**config.mk**
```make
export PLATFORM = sky130hd
export DESIGN_NAME = mpvt_pause_vlan
export DESIGN_NICKNAME = d
export VERILOG_FILES = /design/src/inc/mpvt_pkg.sv /design/src/mpvt_pause_vlan.sv
export SDC_FILE = /design/constraint.sdc
export NUM_CORES = 1
export LEC_CHECK = 0
export BUFFER_PORTS_ARGS = -buffer_cell sky130_fd_sc_hd__buf_2
export CAP_MARGIN = 40
export CORE_ASPECT_RATIO = 0.75
export CORE_MARGIN = 2
export CORE_UTILIZATION = 35
export DETAILED_ROUTE_END_ITERATION = 7
export HOLD_SLACK_MARGIN = 0.05
export SYNTH_ARGS = -nofsm -noshare
export SYNTH_HDL_FRONTEND = slang
export SYNTH_SLANG_ARGS = --single-unit
```
**constraint.sdc**
```tcl
create_clock -name sys_clk -period 4.4 [get_ports sys_clk]
set_input_delay 0.44 -clock sys_clk [delete_from_list [all_inputs] [get_ports sys_clk]]
set_output_delay 0.44 -clock sys_clk [all_outputs]
set_load 0.02 [all_outputs]
```
**src/inc/mpvt_pkg.sv**
```systemverilog
package mpvt_pkg;

  // ----------------------------------------------------------------
  // register map (word index on the register port)
  // ----------------------------------------------------------------
  localparam logic [7:0]  FLOW_IDX        = 8'h08;
  localparam logic [7:0]  TAG1_IDX        = 8'h09;
  localparam logic [7:0]  TAG2_IDX        = 8'h0a;
  localparam logic [31:0] FLOW_RESET      = 32'h0000_0000;
  localparam logic [15:0] TAG_RESET       = 16'h0000;

  // ----------------------------------------------------------------
  // field positions
  // ----------------------------------------------------------------
  localparam int QUANTA_LSB       = 16;
  localparam int QUANTA_MSB       = 31;
  localparam int PASS_CTL_BIT     = 2;
  localparam int FUNC_EN_BIT      = 1;
  localparam int PENDING_BIT      = 0;
  localparam int TAG_MSB          = 15;

  // ----------------------------------------------------------------
  // frame layout and limits
  // ----------------------------------------------------------------
  localparam logic [47:0] PAUSE_DA        = 48'h0180_c200_0001;
  localparam logic [15:0] CTL_TYPE        = 16'h8808;
  localparam logic [15:0] PAUSE_OPCODE    = 16'h0001;
  localparam logic [10:0] TYPE_HI_POS     = 11'h00c;
  localparam logic [10:0] TYPE_LO_POS     = 11'h00d;
  localparam logic [10:0] OPC_HI_POS      = 11'h00e;
  localparam logic [10:0] OPC_LO_POS      = 11'h00f;
  localparam logic [10:0] QNT_HI_POS      = 11'h010;
  localparam logic [10:0] QNT_LO_POS      = 11'h011;
  localparam logic [10:0] DA_LAST_POS     = 11'h005;
  localparam logic [10:0] MIN_FRAME_LEN   = 11'h040;
  localparam logic [10:0] MAX_LEN_PLAIN   = 11'd1518;
  localparam logic [10:0] MAX_LEN_VLAN    = 11'd1522;
  localparam logic [10:0] LEN_SATURATE    = 11'h7ff;

  // ----------------------------------------------------------------
  // timing: slot time is 512 bit times, hold-off rounds up
  // ----------------------------------------------------------------
  localparam int CLK_NS           = 100;
  localparam int SLOT_BITS        = 512;
  localparam int BIT_NS_10M       = 100;
  localparam int BIT_NS_100M      = 10;
  localparam int SLOT_CYC_10M     = (SLOT_BITS * BIT_NS_10M + CLK_NS - 1) / CLK_NS;
  localparam int SLOT_CYC_100M    = (SLOT_BITS * BIT_NS_100M + CLK_NS - 1) / CLK_NS;

  // ----------------------------------------------------------------
  // types
  // ----------------------------------------------------------------
  typedef enum logic [1:0] {
    PTX_IDLE = 2'b00,
    PTX_SEND = 2'b01,
    PTX_WAIT = 2'b11
  } mpvt_ptx_e;

  typedef struct packed {
    logic       valid;
    logic       sof;
    logic       eof;
    logic       crc_ok;
    logic [7:0] data;
  } mpvt_rx_s;

  typedef struct packed {
    logic       done;
    logic       first_tag_register;
    logic       second_tag_register;
    logic       len_err;
    logic       pause;
  } mpvt_rxstat_s;

endpackage

```
**src/mpvt_pause_vlan.sv**
```systemverilog
// Our own choice: the plain strobed port.
`timescale 1ns/1ns
// What this block does
// - enabled: inspect every received frame for pause
// - valid pause holds transmitter quanta times slot
// - disabled: no control decode, no pause hold-off; pause frames still sent on request
// - pause flow control only in full duplex
// - half duplex: enable bit drives backpressure
// - busy flag bit 0 while pause/backpressure
// - busy clears when pause frame sent
// - bytes 13-14 match first tag: first_tag_register
// - bytes 13-14 match second tag: second_tag_register
// - vlan frames allowed 1522 not 1518
// - tag in bits 15-0, upper reserved
// - pause frame carries register quanta field
// - transmitter disabled: no pause, no backpressure
module mpvt_pause_vlan
(
  input  wire logic                  sys_clk,
  input  wire logic                  sys_rst,
  input  wire logic [7:0]            reg_addr,
  input  wire logic [31:0]           reg_wdata,
  input  wire logic                  reg_wr,
  input  wire logic                  reg_rd,
  output logic      [31:0]           reg_rdata,
  input  wire logic                  full_duplex,
  input  wire logic                  link_100m,
  input  wire logic                  tx_enable,
  input  wire mpvt_pkg::mpvt_rx_s    rx_in,
  output mpvt_pkg::mpvt_rxstat_s     rx_stat,
  input  wire logic                  pause_send_req,
  output logic                       pause_tx_start,
  output logic      [15:0]           pause_tx_quanta,
  input  wire logic                  pause_tx_done,
  input  wire logic                  backpressure_req,
  output logic                       backpressure,
  output logic                       tx_hold
);

  // ----------------------------------------------------------------
  // registers
  // ----------------------------------------------------------------
  logic [15:0] pause_quanta_value_ff;
  logic        pass_ctl_ff;
  logic        pause_function_enable_ff;
  logic [15:0] first_tag_identifier_ff;
  logic [15:0] second_tag_identifier_ff;
  logic [31:0] rdata_ff;
  logic        pause_tx_pending;

  wire wr_flow = reg_wr && (reg_addr == mpvt_pkg::FLOW_IDX);
  wire wr_tag1 = reg_wr && (reg_addr == mpvt_pkg::TAG1_IDX);
  wire wr_tag2 = reg_wr && (reg_addr == mpvt_pkg::TAG2_IDX);

  // busy bit is read-only; whatever is written there is dropped
  always_ff @(posedge sys_clk)
  begin
    if (sys_rst)
    begin
      pause_quanta_value_ff    <= mpvt_pkg::FLOW_RESET[mpvt_pkg::QUANTA_MSB:mpvt_pkg::QUANTA_LSB];
      pass_ctl_ff              <= mpvt_pkg::FLOW_RESET[mpvt_pkg::PASS_CTL_BIT];
      pause_function_enable_ff <= mpvt_pkg::FLOW_RESET[mpvt_pkg::FUNC_EN_BIT];
    end
    else if (wr_flow)
    begin
      pause_quanta_value_ff    <= reg_wdata[mpvt_pkg::QUANTA_MSB:mpvt_pkg::QUANTA_LSB];
      pass_ctl_ff              <= reg_wdata[mpvt_pkg::PASS_CTL_BIT];
      pause_function_enable_ff <= reg_wdata[mpvt_pkg::FUNC_EN_BIT];
    end
  end

  always_ff @(posedge sys_clk)
  begin
    if (sys_rst)
    begin
      first_tag_identifier_ff  <= mpvt_pkg::TAG_RESET;
      second_tag_identifier_ff <= mpvt_pkg::TAG_RESET;
    end
    else
    begin
      if (wr_tag1)
        first_tag_identifier_ff  <= reg_wdata[mpvt_pkg::TAG_MSB:0];
      if (wr_tag2)
        second_tag_identifier_ff <= reg_wdata[mpvt_pkg::TAG_MSB:0];
    end
  end

  // ----------------------------------------------------------------
  // register read
  // ----------------------------------------------------------------
  // read data valid only in the cycle after the strobe
  logic [31:0] nxt_rdata;
  always_comb
  begin
    nxt_rdata = 32'h0000_0000;
    if (reg_rd)
    begin
      case (reg_addr)
        mpvt_pkg::FLOW_IDX:
        begin
          nxt_rdata[mpvt_pkg::QUANTA_MSB:mpvt_pkg::QUANTA_LSB] = pause_quanta_value_ff;
          nxt_rdata[mpvt_pkg::PASS_CTL_BIT] = pass_ctl_ff;
          nxt_rdata[mpvt_pkg::FUNC_EN_BIT]  = pause_function_enable_ff;
          nxt_rdata[mpvt_pkg::PENDING_BIT]  = pause_tx_pending;
        end
        mpvt_pkg::TAG1_IDX: nxt_rdata[mpvt_pkg::TAG_MSB:0] = first_tag_identifier_ff;
        mpvt_pkg::TAG2_IDX: nxt_rdata[mpvt_pkg::TAG_MSB:0] = second_tag_identifier_ff;
        default:            nxt_rdata = 32'h0000_0000;
      endcase
    end
  end

  always_ff @(posedge sys_clk)
  begin
    if (sys_rst)
      rdata_ff <= 32'h0000_0000;
    else
      rdata_ff <= nxt_rdata;
  end

  assign reg_rdata = rdata_ff;

  // ----------------------------------------------------------------
  // receive parser
  // ----------------------------------------------------------------
  function automatic logic tag_hit(input logic [7:0] hi, input logic [7:0] lo,
                                   input logic [15:0] tag);
    tag_hit = ({hi, lo} == tag);
  endfunction

  logic [10:0] cnt_ff;
  logic [7:0]  hi_byte_ff;
  logic        da_ok_ff;
  logic        ctl_type_ff;
  logic        opc_ok_ff;
  logic        first_tag_register_ff;
  logic        second_tag_register_ff;
  logic [15:0] rx_quanta_ff;
  mpvt_pkg::mpvt_rxstat_s stat_ff;

  wire        ctl_decode = pause_function_enable_ff && full_duplex;
  wire [10:0] pos        = rx_in.sof ? 11'h000 : cnt_ff;
  wire [10:0] len        = (pos == mpvt_pkg::LEN_SATURATE) ? pos : pos + 11'h001;
  wire        at_type    = rx_in.valid && (pos == mpvt_pkg::TYPE_LO_POS);
  wire        hit1       = at_type && tag_hit(hi_byte_ff, rx_in.data, first_tag_identifier_ff);
  wire        hit2       = at_type && tag_hit(hi_byte_ff, rx_in.data, second_tag_identifier_ff);
  wire        is_first_tag_register   = (first_tag_register_ff && !rx_in.sof) || hit1;
  wire        is_second_tag_register   = (second_tag_register_ff && !rx_in.sof) || hit2;
  wire [10:0] max_len    = (is_first_tag_register || is_second_tag_register) ? mpvt_pkg::MAX_LEN_VLAN
                                                  : mpvt_pkg::MAX_LEN_PLAIN;
  wire        da_byte_ok = (rx_in.data == mpvt_pkg::PAUSE_DA[8'd47 - {pos[4:0], 3'b000} -: 8]);
  wire        da_ok_now  = (pos > mpvt_pkg::DA_LAST_POS) ? (da_ok_ff && !rx_in.sof)
                                                         : ((da_ok_ff || rx_in.sof) && da_byte_ok);
  wire        frame_end  = rx_in.valid && rx_in.eof;
  wire        pause_ok   = frame_end && ctl_decode && rx_in.crc_ok && da_ok_ff && ctl_type_ff
                           && opc_ok_ff && (len >= mpvt_pkg::MIN_FRAME_LEN)
                           && (len <= max_len);

  // length saturates so an oversize frame never wraps back into range
  always_ff @(posedge sys_clk)
  begin
    if (sys_rst)
      cnt_ff <= 11'h000;
    else if (rx_in.valid)
      cnt_ff <= frame_end ? 11'h000 : len;
  end

  // a tag hit at the type byte is held until the next frame start
  always_ff @(posedge sys_clk)
  begin
    if (sys_rst)
    begin
      hi_byte_ff <= 8'h00;
      da_ok_ff   <= 1'b0;
      first_tag_register_ff   <= 1'b0;
      second_tag_register_ff   <= 1'b0;
    end
    else if (rx_in.valid)
    begin
      hi_byte_ff <= rx_in.data;
      da_ok_ff   <= da_ok_now;
      first_tag_register_ff   <= is_first_tag_register;
      second_tag_register_ff   <= is_second_tag_register;
    end
  end

  // control fields only decoded when the function is enabled
  always_ff @(posedge sys_clk)
  begin
    if (sys_rst)
    begin
      ctl_type_ff  <= 1'b0;
      opc_ok_ff    <= 1'b0;
      rx_quanta_ff <= 16'h0000;
    end
    else if (rx_in.valid)
    begin
      if (rx_in.sof)
      begin
        ctl_type_ff <= 1'b0;
        opc_ok_ff   <= 1'b0;
      end
      else if (ctl_decode)
      begin
        if (pos == mpvt_pkg::TYPE_LO_POS)
          ctl_type_ff <= tag_hit(hi_byte_ff, rx_in.data, mpvt_pkg::CTL_TYPE);
        if (pos == mpvt_pkg::OPC_LO_POS)
          opc_ok_ff   <= tag_hit(hi_byte_ff, rx_in.data, mpvt_pkg::PAUSE_OPCODE);
        if (pos == mpvt_pkg::QNT_HI_POS)
          rx_quanta_ff[15:8] <= rx_in.data;
        if (pos == mpvt_pkg::QNT_LO_POS)
          rx_quanta_ff[7:0]  <= rx_in.data;
      end
    end
  end

  // ----------------------------------------------------------------
  // status pulses
  // ----------------------------------------------------------------
  // pulses last one cycle; whoever needs them must catch them then
  always_ff @(posedge sys_clk)
  begin
    if (sys_rst)
      stat_ff <= '0;
    else
    begin
      stat_ff.done    <= frame_end;
      stat_ff.first_tag_register   <= frame_end && is_first_tag_register;
      stat_ff.second_tag_register   <= frame_end && is_second_tag_register;
      stat_ff.len_err <= frame_end && (len > max_len);
      stat_ff.pause   <= pause_ok;
    end
  end

  assign rx_stat = stat_ff;

  // ----------------------------------------------------------------
  // transmit hold-off
  // ----------------------------------------------------------------
  localparam logic [9:0] SLOT_LAST_10M  = 10'(mpvt_pkg::SLOT_CYC_10M - 1);
  localparam logic [9:0] SLOT_LAST_100M = 10'(mpvt_pkg::SLOT_CYC_100M - 1);

  logic [15:0] quanta_left_ff;
  logic [9:0]  slot_cnt_ff;
  wire  [9:0]  slot_last = link_100m ? SLOT_LAST_100M : SLOT_LAST_10M;

  // a fresh pause frame restarts the wait from its own value
  always_ff @(posedge sys_clk)
  begin
    if (sys_rst)
    begin
      quanta_left_ff <= 16'h0000;
      slot_cnt_ff    <= 10'h000;
    end
    // decode switched off ends a running hold-off at once
    else if (!ctl_decode)
    begin
      quanta_left_ff <= 16'h0000;
      slot_cnt_ff    <= 10'h000;
    end
    else if (stat_ff.pause)
    begin
      quanta_left_ff <= rx_quanta_ff;
      slot_cnt_ff    <= 10'h000;
    end
    else if (quanta_left_ff != 16'h0000)
    begin
      if (slot_cnt_ff >= slot_last)
      begin
        slot_cnt_ff    <= 10'h000;
        quanta_left_ff <= quanta_left_ff - 16'h0001;
      end
      else
        slot_cnt_ff <= slot_cnt_ff + 10'h001;
    end
  end

  assign tx_hold = (quanta_left_ff != 16'h0000);

  // ----------------------------------------------------------------
  // pause frame transmit and backpressure
  // ----------------------------------------------------------------
  mpvt_pkg::mpvt_ptx_e ptx_ff;
  mpvt_pkg::mpvt_ptx_e nxt_ptx;
  logic                bp_ff;
  logic [15:0]         tx_quanta_ff;

  always_comb
  begin
    nxt_ptx = ptx_ff;
    case (ptx_ff)
      mpvt_pkg::PTX_IDLE:
        if (pause_send_req && full_duplex && tx_enable)
          nxt_ptx = mpvt_pkg::PTX_SEND;
      mpvt_pkg::PTX_SEND:
        nxt_ptx = mpvt_pkg::PTX_WAIT;
      // done seen in any other state is ignored
      mpvt_pkg::PTX_WAIT:
        if (pause_tx_done)
          nxt_ptx = mpvt_pkg::PTX_IDLE;
      default:
        nxt_ptx = mpvt_pkg::PTX_IDLE;
    endcase
  end

  always_ff @(posedge sys_clk)
  begin
    if (sys_rst)
      ptx_ff <= mpvt_pkg::PTX_IDLE;
    else
      ptx_ff <= nxt_ptx;
  end

  // quanta latched at start so a late register write cannot tear the frame
  always_ff @(posedge sys_clk)
  begin
    if (sys_rst)
      tx_quanta_ff <= 16'h0000;
    else if (ptx_ff == mpvt_pkg::PTX_IDLE)
      tx_quanta_ff <= pause_quanta_value_ff;
  end

  // ----------------------------------------------------------------
  // backpressure
  // ----------------------------------------------------------------
  // one cycle behind its request; no minimum assertion time
  always_ff @(posedge sys_clk)
  begin
    if (sys_rst)
      bp_ff <= 1'b0;
    else
      bp_ff <= backpressure_req && pause_function_enable_ff
               && !full_duplex && tx_enable;
  end

  assign pause_tx_start   = (ptx_ff == mpvt_pkg::PTX_SEND);
  assign pause_tx_quanta  = tx_quanta_ff;
  assign backpressure     = bp_ff;
  assign pause_tx_pending = (ptx_ff != mpvt_pkg::PTX_IDLE) || bp_ff;

endmodule

```
Yosys cells after proc, flatten, opt, wreduce, memory -nomap -nowiden. Cells that the tools add are included.

Flip-flop bits (word level): 172. Input port bits: 62. Output and inout bits: 56. Logic and storage cells: 130.

Add/subtract/negate cells: 4. Magnitude comparators: 5. Equal/unequal tests: 17. Shifts and indexed selects: 1. Mux-type cells: 21. Bitwise gates (word level): 4. Reductions and logical operators: 52.

Operators by type and width (number): $shiftx 55x9->8 const A (1); $mux 16 (3); $mux 11 (3); $eq 16x16->1 (2); $logic_and 1x1->1 (27); $pmux 13 s2 (1); $eq 8x4->1 const B (3); $eq 11x4->1 const B (2); $eq 11x5->1 const B (2); $eq 16x1->1 const B (1); $eq 16x16->1 const B (1); $reduce_bool 16->1 (1); $sub 16x1->16 const B (1); $reduce_bool 2->1 (6); $add 11x1->11 const B (1); $eq 11x11->1 const B (1); $ge 11x7->1 const B (1); $gt 11x11->1 (1); $gt 11x3->1 const B (1); $le 11x11->1 (1); $add 10x1->10 const B (1); $ge 10x9->1 (1); $mux 10 (1); $mux 9 (1); other kinds (19) (40).

Longest topological paths before layout. Gate-level depths: netlist of the first run.

Word-level depth: 9. Depth in mapped cells: 16. Gate-level depth less buffers: 15.

Worst setup path before layout of the first run. Ideal clock, no wire load.

Path type: input port to flip-flop. Start point: input port rx_in[10] (netlist bit). End point: register stat_ff, in the netlist rx_stat[1]. Library setup time: 115 ps. Arrival: 3556 ps. Required time: 4285 ps. Setup slack: 729 ps. Stages on the path: 16. Buffers on the path: 2. Cells stage by stage: clkbuf_1 > nor2b_1 > ha_1 > nand3_1 > or4_1 > clkbuf_1 > nand3_1 > xor2_1 > nor2_1 > ha_1 > a21o_1 > a21oi_1 > o21ai_0 > o21a_1 > a31o_2 > and2_1.

Longest elaborated chain between the ends: 9. Elaborated cells on any way between the ends: 17. Those cells by class: 1 x add/sub; 1 x order compare; 2 x eq/ne; 3 x mux; 10 x reduce/logical.

RTL lines: start, declared (line mpvt_pause_vlan.sv:29) `input wire mpvt_pkg::mpvt_rx_s rx_in,`; parallel branches: the longest is 7 deep, another holds $add 11x1->11; $gt 11x11->1 (*) (line mpvt_pause_vlan.sv:230) `stat_ff.len_err <= frame_end && (len > max_len);`; $logic_and 1x1->1 (*) (line mpvt_pause_vlan.sv:230); end, declared (line mpvt_pause_vlan.sv:139) `mpvt_pkg::mpvt_rxstat_s stat_ff;`.

Mark *: on every way between the ends. A chain may end at the register's enable or synchronous reset.

Final worst setup path of the first run.
Start point: register cnt_ff[1]. End point: register stat_ff, in the netlist rx_stat[1].

Longest elaborated chain between the ends: 9. Elaborated cells on any way between the ends: 14. Those cells by class: 1 x add/sub; 1 x order compare; 2 x eq/ne; 3 x mux; 7 x reduce/logical.

RTL lines: start, declared (line mpvt_pause_vlan.sv:131) `logic [10:0] cnt_ff;`; start signal, assigned (line mpvt_pause_vlan.sv:165) `cnt_ff <= frame_end ? 11'h000 : len;`; $mux 11 (*) (line mpvt_pause_vlan.sv:142) `wire [10:0] pos = rx_in.sof ? 11'h000 : cnt_ff;`; parallel branches: the longest is 6 deep, another holds $add 11x1->11; $gt 11x11->1 (*) (line mpvt_pause_vlan.sv:230); $logic_and 1x1->1 (*) (line mpvt_pause_vlan.sv:230).

Marks and branches as above.

==> flow_summary_export.csv, run 1 <==
group,metric,value,unit
status,status,"complete, no violations",
finish,multi_input_area,4029,um2
global_routing,gr-total-overflow,0,
clock_network,ctsResizeCount,0,
finish,antenna_cells,0,
global_routing,grt_pass1_wl,33660,um
setup_path,crit_path_max_incr_delay,0.79,ns
clock_network,root_buffer,"clkbuf_16",
yosys,yosys.area.top_type,"dfxtp_1",
clock_network,numCtsBuffers,17,
timing,finalSetupViolCount,0,
pwr,leakagePower,3.434,nW
setup_path,r2r_cells,14,
timing,slew_violations,0,
placement,place_congestion,0.8726,
route,postRouteAntennaNets,0,
route,viasPerCell,5.147,
clock_network,clkTransAtPathRegs,0.07,ns
pwr,power.density,355.6,nW/um2
yosys,syn_avg_cell_area,8.414,um2
route,firstDrtPassIters,5,
setup_path,cp_num_cells,14,
finish,layout-drive-gt1-share,16.98,%
yosys,ys_top_cells_by_area,"dfxtp_1 (44%), a21oi_1 (6.1%), xnor2_1 (6.0%)",
yosys,yosysTopAreaCellShare,44.39,%
clock_network,clock_latency,0.43,ns
setup_path,criticalPathCategory,"flop to flop",
yosys,synth_most_common_cell,"dfxtp_1",
timing,whs,0.2088,ns
clock_network,cts_sinks,172,
clock_network,post_cts_buffers,0,
route,wl,20720,um
flow_run,max-cap-violations,0,
timing,clock_skew,0.01300,ns
die,dieWidth,175.9,um
timing,rsz0062_at_grt,"no",
yosys,synth_cell_types,61,
finish,fillers,2265,
yosys,async_flop_share,0,%
timing,clock.fmax,0.2450,GHz
finish,layout-area-overhead-vs-synth,18.29,%
die,io_pins,118,
timing,fin_crit_sh,92.77,%
pwr,ir_worst_vdd,234.6,uV
yosys,ys_seq_elements,172,
hold_path,worstHoldPathType,"input pin to flop",
global_routing,track_usage,17.93,%
global_routing,grt_max_degree,65,
yosys,synth_edf_count,0,
setup_path,path_cells,"nor2b_1 -> ha_1 -> nand3_1 -> or4_1 -> nand3_1 -> xor2_1 -> nor2_1 -> ha_1 -> a21o_1 -> a21oi_1 -> o21ai_0 -> o21a_1 -> a31o_2 -> and2_1",
clock_network,htreeDepth,4,
setup_path,path_delay_family,"simple AND/OR/NAND/NOR gates",
yosys,seq_area_frac_synth,44.39,%
setup_path,worstPathRequired,4.72,ns
setup_path,worstPathMaxFanout,12,
timing,setup_tns,0,ns
die,core,21930,um2
timing,period_minus_slack,4.082,ns
finish,design_area,9176,um2
route,vias,6758,
placement,io_buffers,117,
setup_path,end_kind,"flop",
clock_network,hold_buffers,0,
die,initial_core_util,35.37,%
die,die-area,23380,um2
yosys,syn_nets,1000,
setup_path,cp-start-kind,"flop",
yosys,synthFlopType,"dfxtp_1",
finish,final_nets,1084,
setup_path,critPathArrivalTime,4.40,ns
placement,place_hpwl,14210,um
pwr,fin_total_pwr,3.263,mW
die,die_y,132.9,um
yosys,ys_warn_count,0,
clock_network,cts_tree,"done",
global_routing,grt_pass1_vias,6367,
global_routing,antenna_found_initial,1,
finish,ff_latch_area,3443,um2
yosys,synth_commonest_cells,"dfxtp_1 (172), nand2_1 (117), a21oi_1 (95)",
finish,final_util,41.83,%
timing,slew_headroom,46.45,%
yosys,netlist_area,7757,um2
timing,worstMarginPinSlew,0.8032,ns
die,rows,47,
timing,hold_viol,0,
setup_path,crit_buf_inv,0,
route,route.detailed.drc,0,
yosys,synth_cells,922,
route,routedWlPerCell,15.78,um
placement,placed_area,8576,um2
hold_path,hold_depth,2,
setup_path,critical-path-slowest-cell,"or4_1",
clock_network,clock_tree.buffer_depth,2,
route,drt_iter0_markers,584,
report_power, final:
part           switching (mW)  internal (mW)
logic                   0.103         0.0575
clock network           0.663          0.866
registers             0.00984           1.56
total                   0.776           2.49
layer usage:
layer | vias up | GRT usage [%] | routed length [um]
met5 | - | 0 | 0
met4 | 0 | 3.857 | 193
met3 | 14 | 4.511 | 1246
met2 | 172 | 26.77 | 9011
met1 | 3182 | 26.04 | 10270
li1 | 3390 | - | -
cell usage in the layout (no fill, tap or decap), drive strengths merged, types with 20 or more instances in the layout:
master,count
nand3,67
xnor2,53
dfxtp,172
nand2,117
a21oi,96
buf,128
o21ai,24
nor2,80
mux2i,29
nor4,20
registers in the layout, indices dropped and copies added (netlist names), 2 cells and up:
register	cells
second_tag_identifier_ff	16
slot_cnt_ff	10
cnt_ff	11
hi_byte_ff	8
pause_quanta_value_ff	16
ptx_ff	2
first_tag_identifier_ff	16
pause_tx_quanta	16
quanta_left_ff	16
rx_stat	5
rx_quanta_ff	16
reg_rdata	32
stage by stage:
stage	setup slack, ns	instances
finish	0.3183	1313
global route	0.05142	1313
CTS	0.3922	1313
detailed placement	0.3146	1281
global placement	0.4429	1280
floorplan	0.7294	922
path summary, 6_finish.rpt:
path,end,slack (ns),startpoint
worst min register to register,pause_tx_quanta[8],0.45,pause_tx_quanta[8]
worst max register to register,rx_stat[1],0.32,cnt_ff[1]
worst max-delay path,rx_stat[1],0.32,cnt_ff[1]
worst min-delay path,ptx_ff[1],0.21,pause_tx_done
logic make-up (layout without fill, tap and decap cells):
family / after synthesis / in the layout / share of synthesized area (%)
compound gates: 178 / 178 / 13.69
buf+inv: 77 / 174 / 3.919
xor+xnor: 61 / 61 / 6.887
fa+ha+maj: 16 / 16 / 2.581
simple gates: 389 / 389 / 24.79
flops: 172 / 172 / 44.39
mux: 29 / 29 / 3.742
layout make-up:
type                       instances  area share, %
clock buffer                      19          4.827
tap                              294          4.009
clock inverter                    13          1.718
inverter                          14         0.5727
timing repair buffer             128          7.445
multi-input combinational        673          43.91
sequential                       172          37.52
No activity file was read; power rests on OpenSTA's default activity.
==> run 2, diff against run 1 <==
==> constraint.sdc (replaced) <==
create_clock -name sys_clk -period 4.4 [get_ports sys_clk]
set_input_delay 0.22 -clock sys_clk [delete_from_list [all_inputs] [get_ports sys_clk]]
set_output_delay 0.22 -clock sys_clk [all_outputs]
set_load 0.02 [all_outputs]
==> run 2 against run 1 <==
Die area stayed put; highest routed layer is now met5; cell area rose by 3.2%; worst hold slack worse by 0.15 ns.
==> flow_summary_export.csv, run 2 (synthesized netlist as in run 1, its figures left out) <==
group,metric,value,unit
status,status,"complete, no violations",
route,vias,6881,
die,rows,47,
timing,slew_violations,0,
finish,final_cell_mix,"dfxtp_1 (172), nand2_1 (117), buf_2 (116)",
timing,hold_viol,0,
timing,clock_skew,0.01200,ns
finish,final_nets,1108,
timing,setup_tns,0,ns
timing,worstMarginPinSlew,0.8407,ns
finish,layout-drive-gt1-share,16.68,%
pwr,fin_total_pwr,3.400,mW
global_routing,grt_pass1_vias,6217,
die,die_y,132.9,um
setup_path,critPathArrivalTime,4.21,ns
finish,fillers,2204,
clock_network,cts_sinks,172,
setup_path,crit_buf_inv,0,
pwr,swShare,22.43,%
setup_path,worstPathMaxFanout,12,
global_routing,track_usage,17.87,%
pwr,leakagePower,3.567,nW
placement,place_hpwl,14070,um
timing,slew_headroom,43.95,%
clock_network,htreeDepth,4,
route,viasPerCell,5.143,
pwr,p_sw,0.7627,mW
setup_path,path_delay_family,"simple AND/OR/NAND/NOR gates",
die,dieWidth,175.9,um
clock_network,root_buffer,"clkbuf_16",
route,firstDrtPassIters,5,
finish,multi_input_area,4029,um2
clock_network,cts_tree,"done",
placement,place_congestion,0.8450,
pwr,comb_power_share,5.1,%
die,io_pins,118,
route,routedWlPerCell,15.42,um
timing,finalSetupViolCount,0,
setup_path,end_kind,"flop",
clock_network,hold_buffers,24,
global_routing,grt_max_degree,75,
pwr,ir_worst_vdd,213.7,uV
timing,whs,0.06182,ns
route,drt_iter0_markers,499,
setup_path,critical-path-slowest-cell,"or4_1",
timing,period_minus_slack,3.889,ns
clock_network,numCtsBuffers,17,
clock_network,post_cts_buffers,0,
clock_network,clock_latency,0.42,ns
global_routing,gr-total-overflow,0,
setup_path,worstPathRequired,4.72,ns
timing,fin_crit_sh,88.39,%
flow_run,max-cap-violations,0,
finish,largest_reg_flops,32,
pwr,intPower,2.637,mW
global_routing,antenna_found_initial,2,
finish,ff_latch_area,3443,um2
finish,layout_commonest_cell,"dfxtp_1",
placement,io_buffers,117,
global_routing,grt_pass1_wl,33380,um
timing,clock.fmax,0.2571,GHz
route,wl,20630,um
setup_path,criticalPathCategory,"flop to flop",
timing,rsz0062_at_grt,"no",
hold_path,worstHoldPathType,"input pin to flop",
timing,fin_ws,0.5110,ns
route,postRouteAntennaNets,0,
clock_network,clock_tree.buffer_depth,2,
pwr,seqPwrFrac,46.3,%
setup_path,crit_path_max_incr_delay,0.74,ns
die,initial_core_util,35.37,%
setup_path,path_cells,"nor2b_1 -> ha_1 -> nand3_1 -> or4_1 -> nand3_1 -> xor2_1 -> nor2_1 -> ha_1 -> a21o_1 -> a21oi_1 -> o21ai_0 -> o21a_1 -> a31o_2 -> and2_1",
pwr,power.share.clock,48.6,%
route,route.detailed.drc,0,
clock_network,clkTransAtPathRegs,0.07,ns
die,die-area,23380,um2
finish,layout-area-overhead-vs-synth,22.05,%
placement,pre_cts_slack,0.5629,ns
pwr,power.density,359.1,nW/um2
die,core,21930,um2
clock_network,ctsResizeCount,0,
setup_path,cp-start-kind,"flop",
## run 2: cell types whose count changed in the layout (fill, tap and decap cells not counted), sizes merged
cell         before  now
bufinv            2    4
clkinvlp          3    2
inv              17   16
dlygate4sd3       0   24
clkinv            5    4
clkbuf           19   20
diode             0    1
## run 2: final timing paths
check	from	endpoint	slack, ns	depth (start not counted)
max	cnt_ff[1]	rx_stat[1]	0.51	14
min	reg_wdata[28]	pause_quanta_value_ff[12]	0.06	3
max reg2reg	cnt_ff[1]	rx_stat[1]	0.51	14
min reg2reg	ctl_type_ff	ctl_type_ff	0.45	2
## run 2: layout make-up
cell class                      count  share of cell area [%]
Timing Repair Buffer              152                   9.753
Clock buffer                       20                   4.929
Multi-Input combinational cell    673                   42.55
Clock inverter                     12                   1.929
Antenna cell                        1                 0.02643
Sequential cell                   172                   36.37
Inverter                           14                  0.5550
Tap cell                          294                   3.885
## run 2: routing by layer
layer | global-route usage, % | part of all wire, % | up-vias
met5 | 0 | 0.034 | -
met4 | 4.224 | 1.1 | 2
met3 | 4.167 | 5.6 | 17
met2 | 25.96 | 43 | 164
met1 | 26.62 | 50 | 3262
li1 | - | - | 3436
## run 2: through the flow
stage,std cells,utilization [%],instance area [um2]
finish,1338,43.16,9468
detailed placement,1281,39.10,8576
global placement,1280,39.01,8556
floorplan,922,-,7757
global route,1337,43.15,9465
CTS,1337,43.15,9465
## run 2: worst min-delay path, stage by stage
cell and delay (ns):
buf_2 0.10, nand3_1 0.06, a21oi_1 0.06
## run 2: power by group through the flow
stage | combinational [mW] | clock, mW | sequential [mW]
floorplan | 0.0918 | 0 | 1.61
global placement | 0.155 | 0 | 1.61
detailed placement | 0.157 | 0 | 1.61
CTS | 0.173 | 1.68 | 1.57
global route | 0.191 | 1.75 | 1.57
finish | 0.175 | 1.65 | 1.57
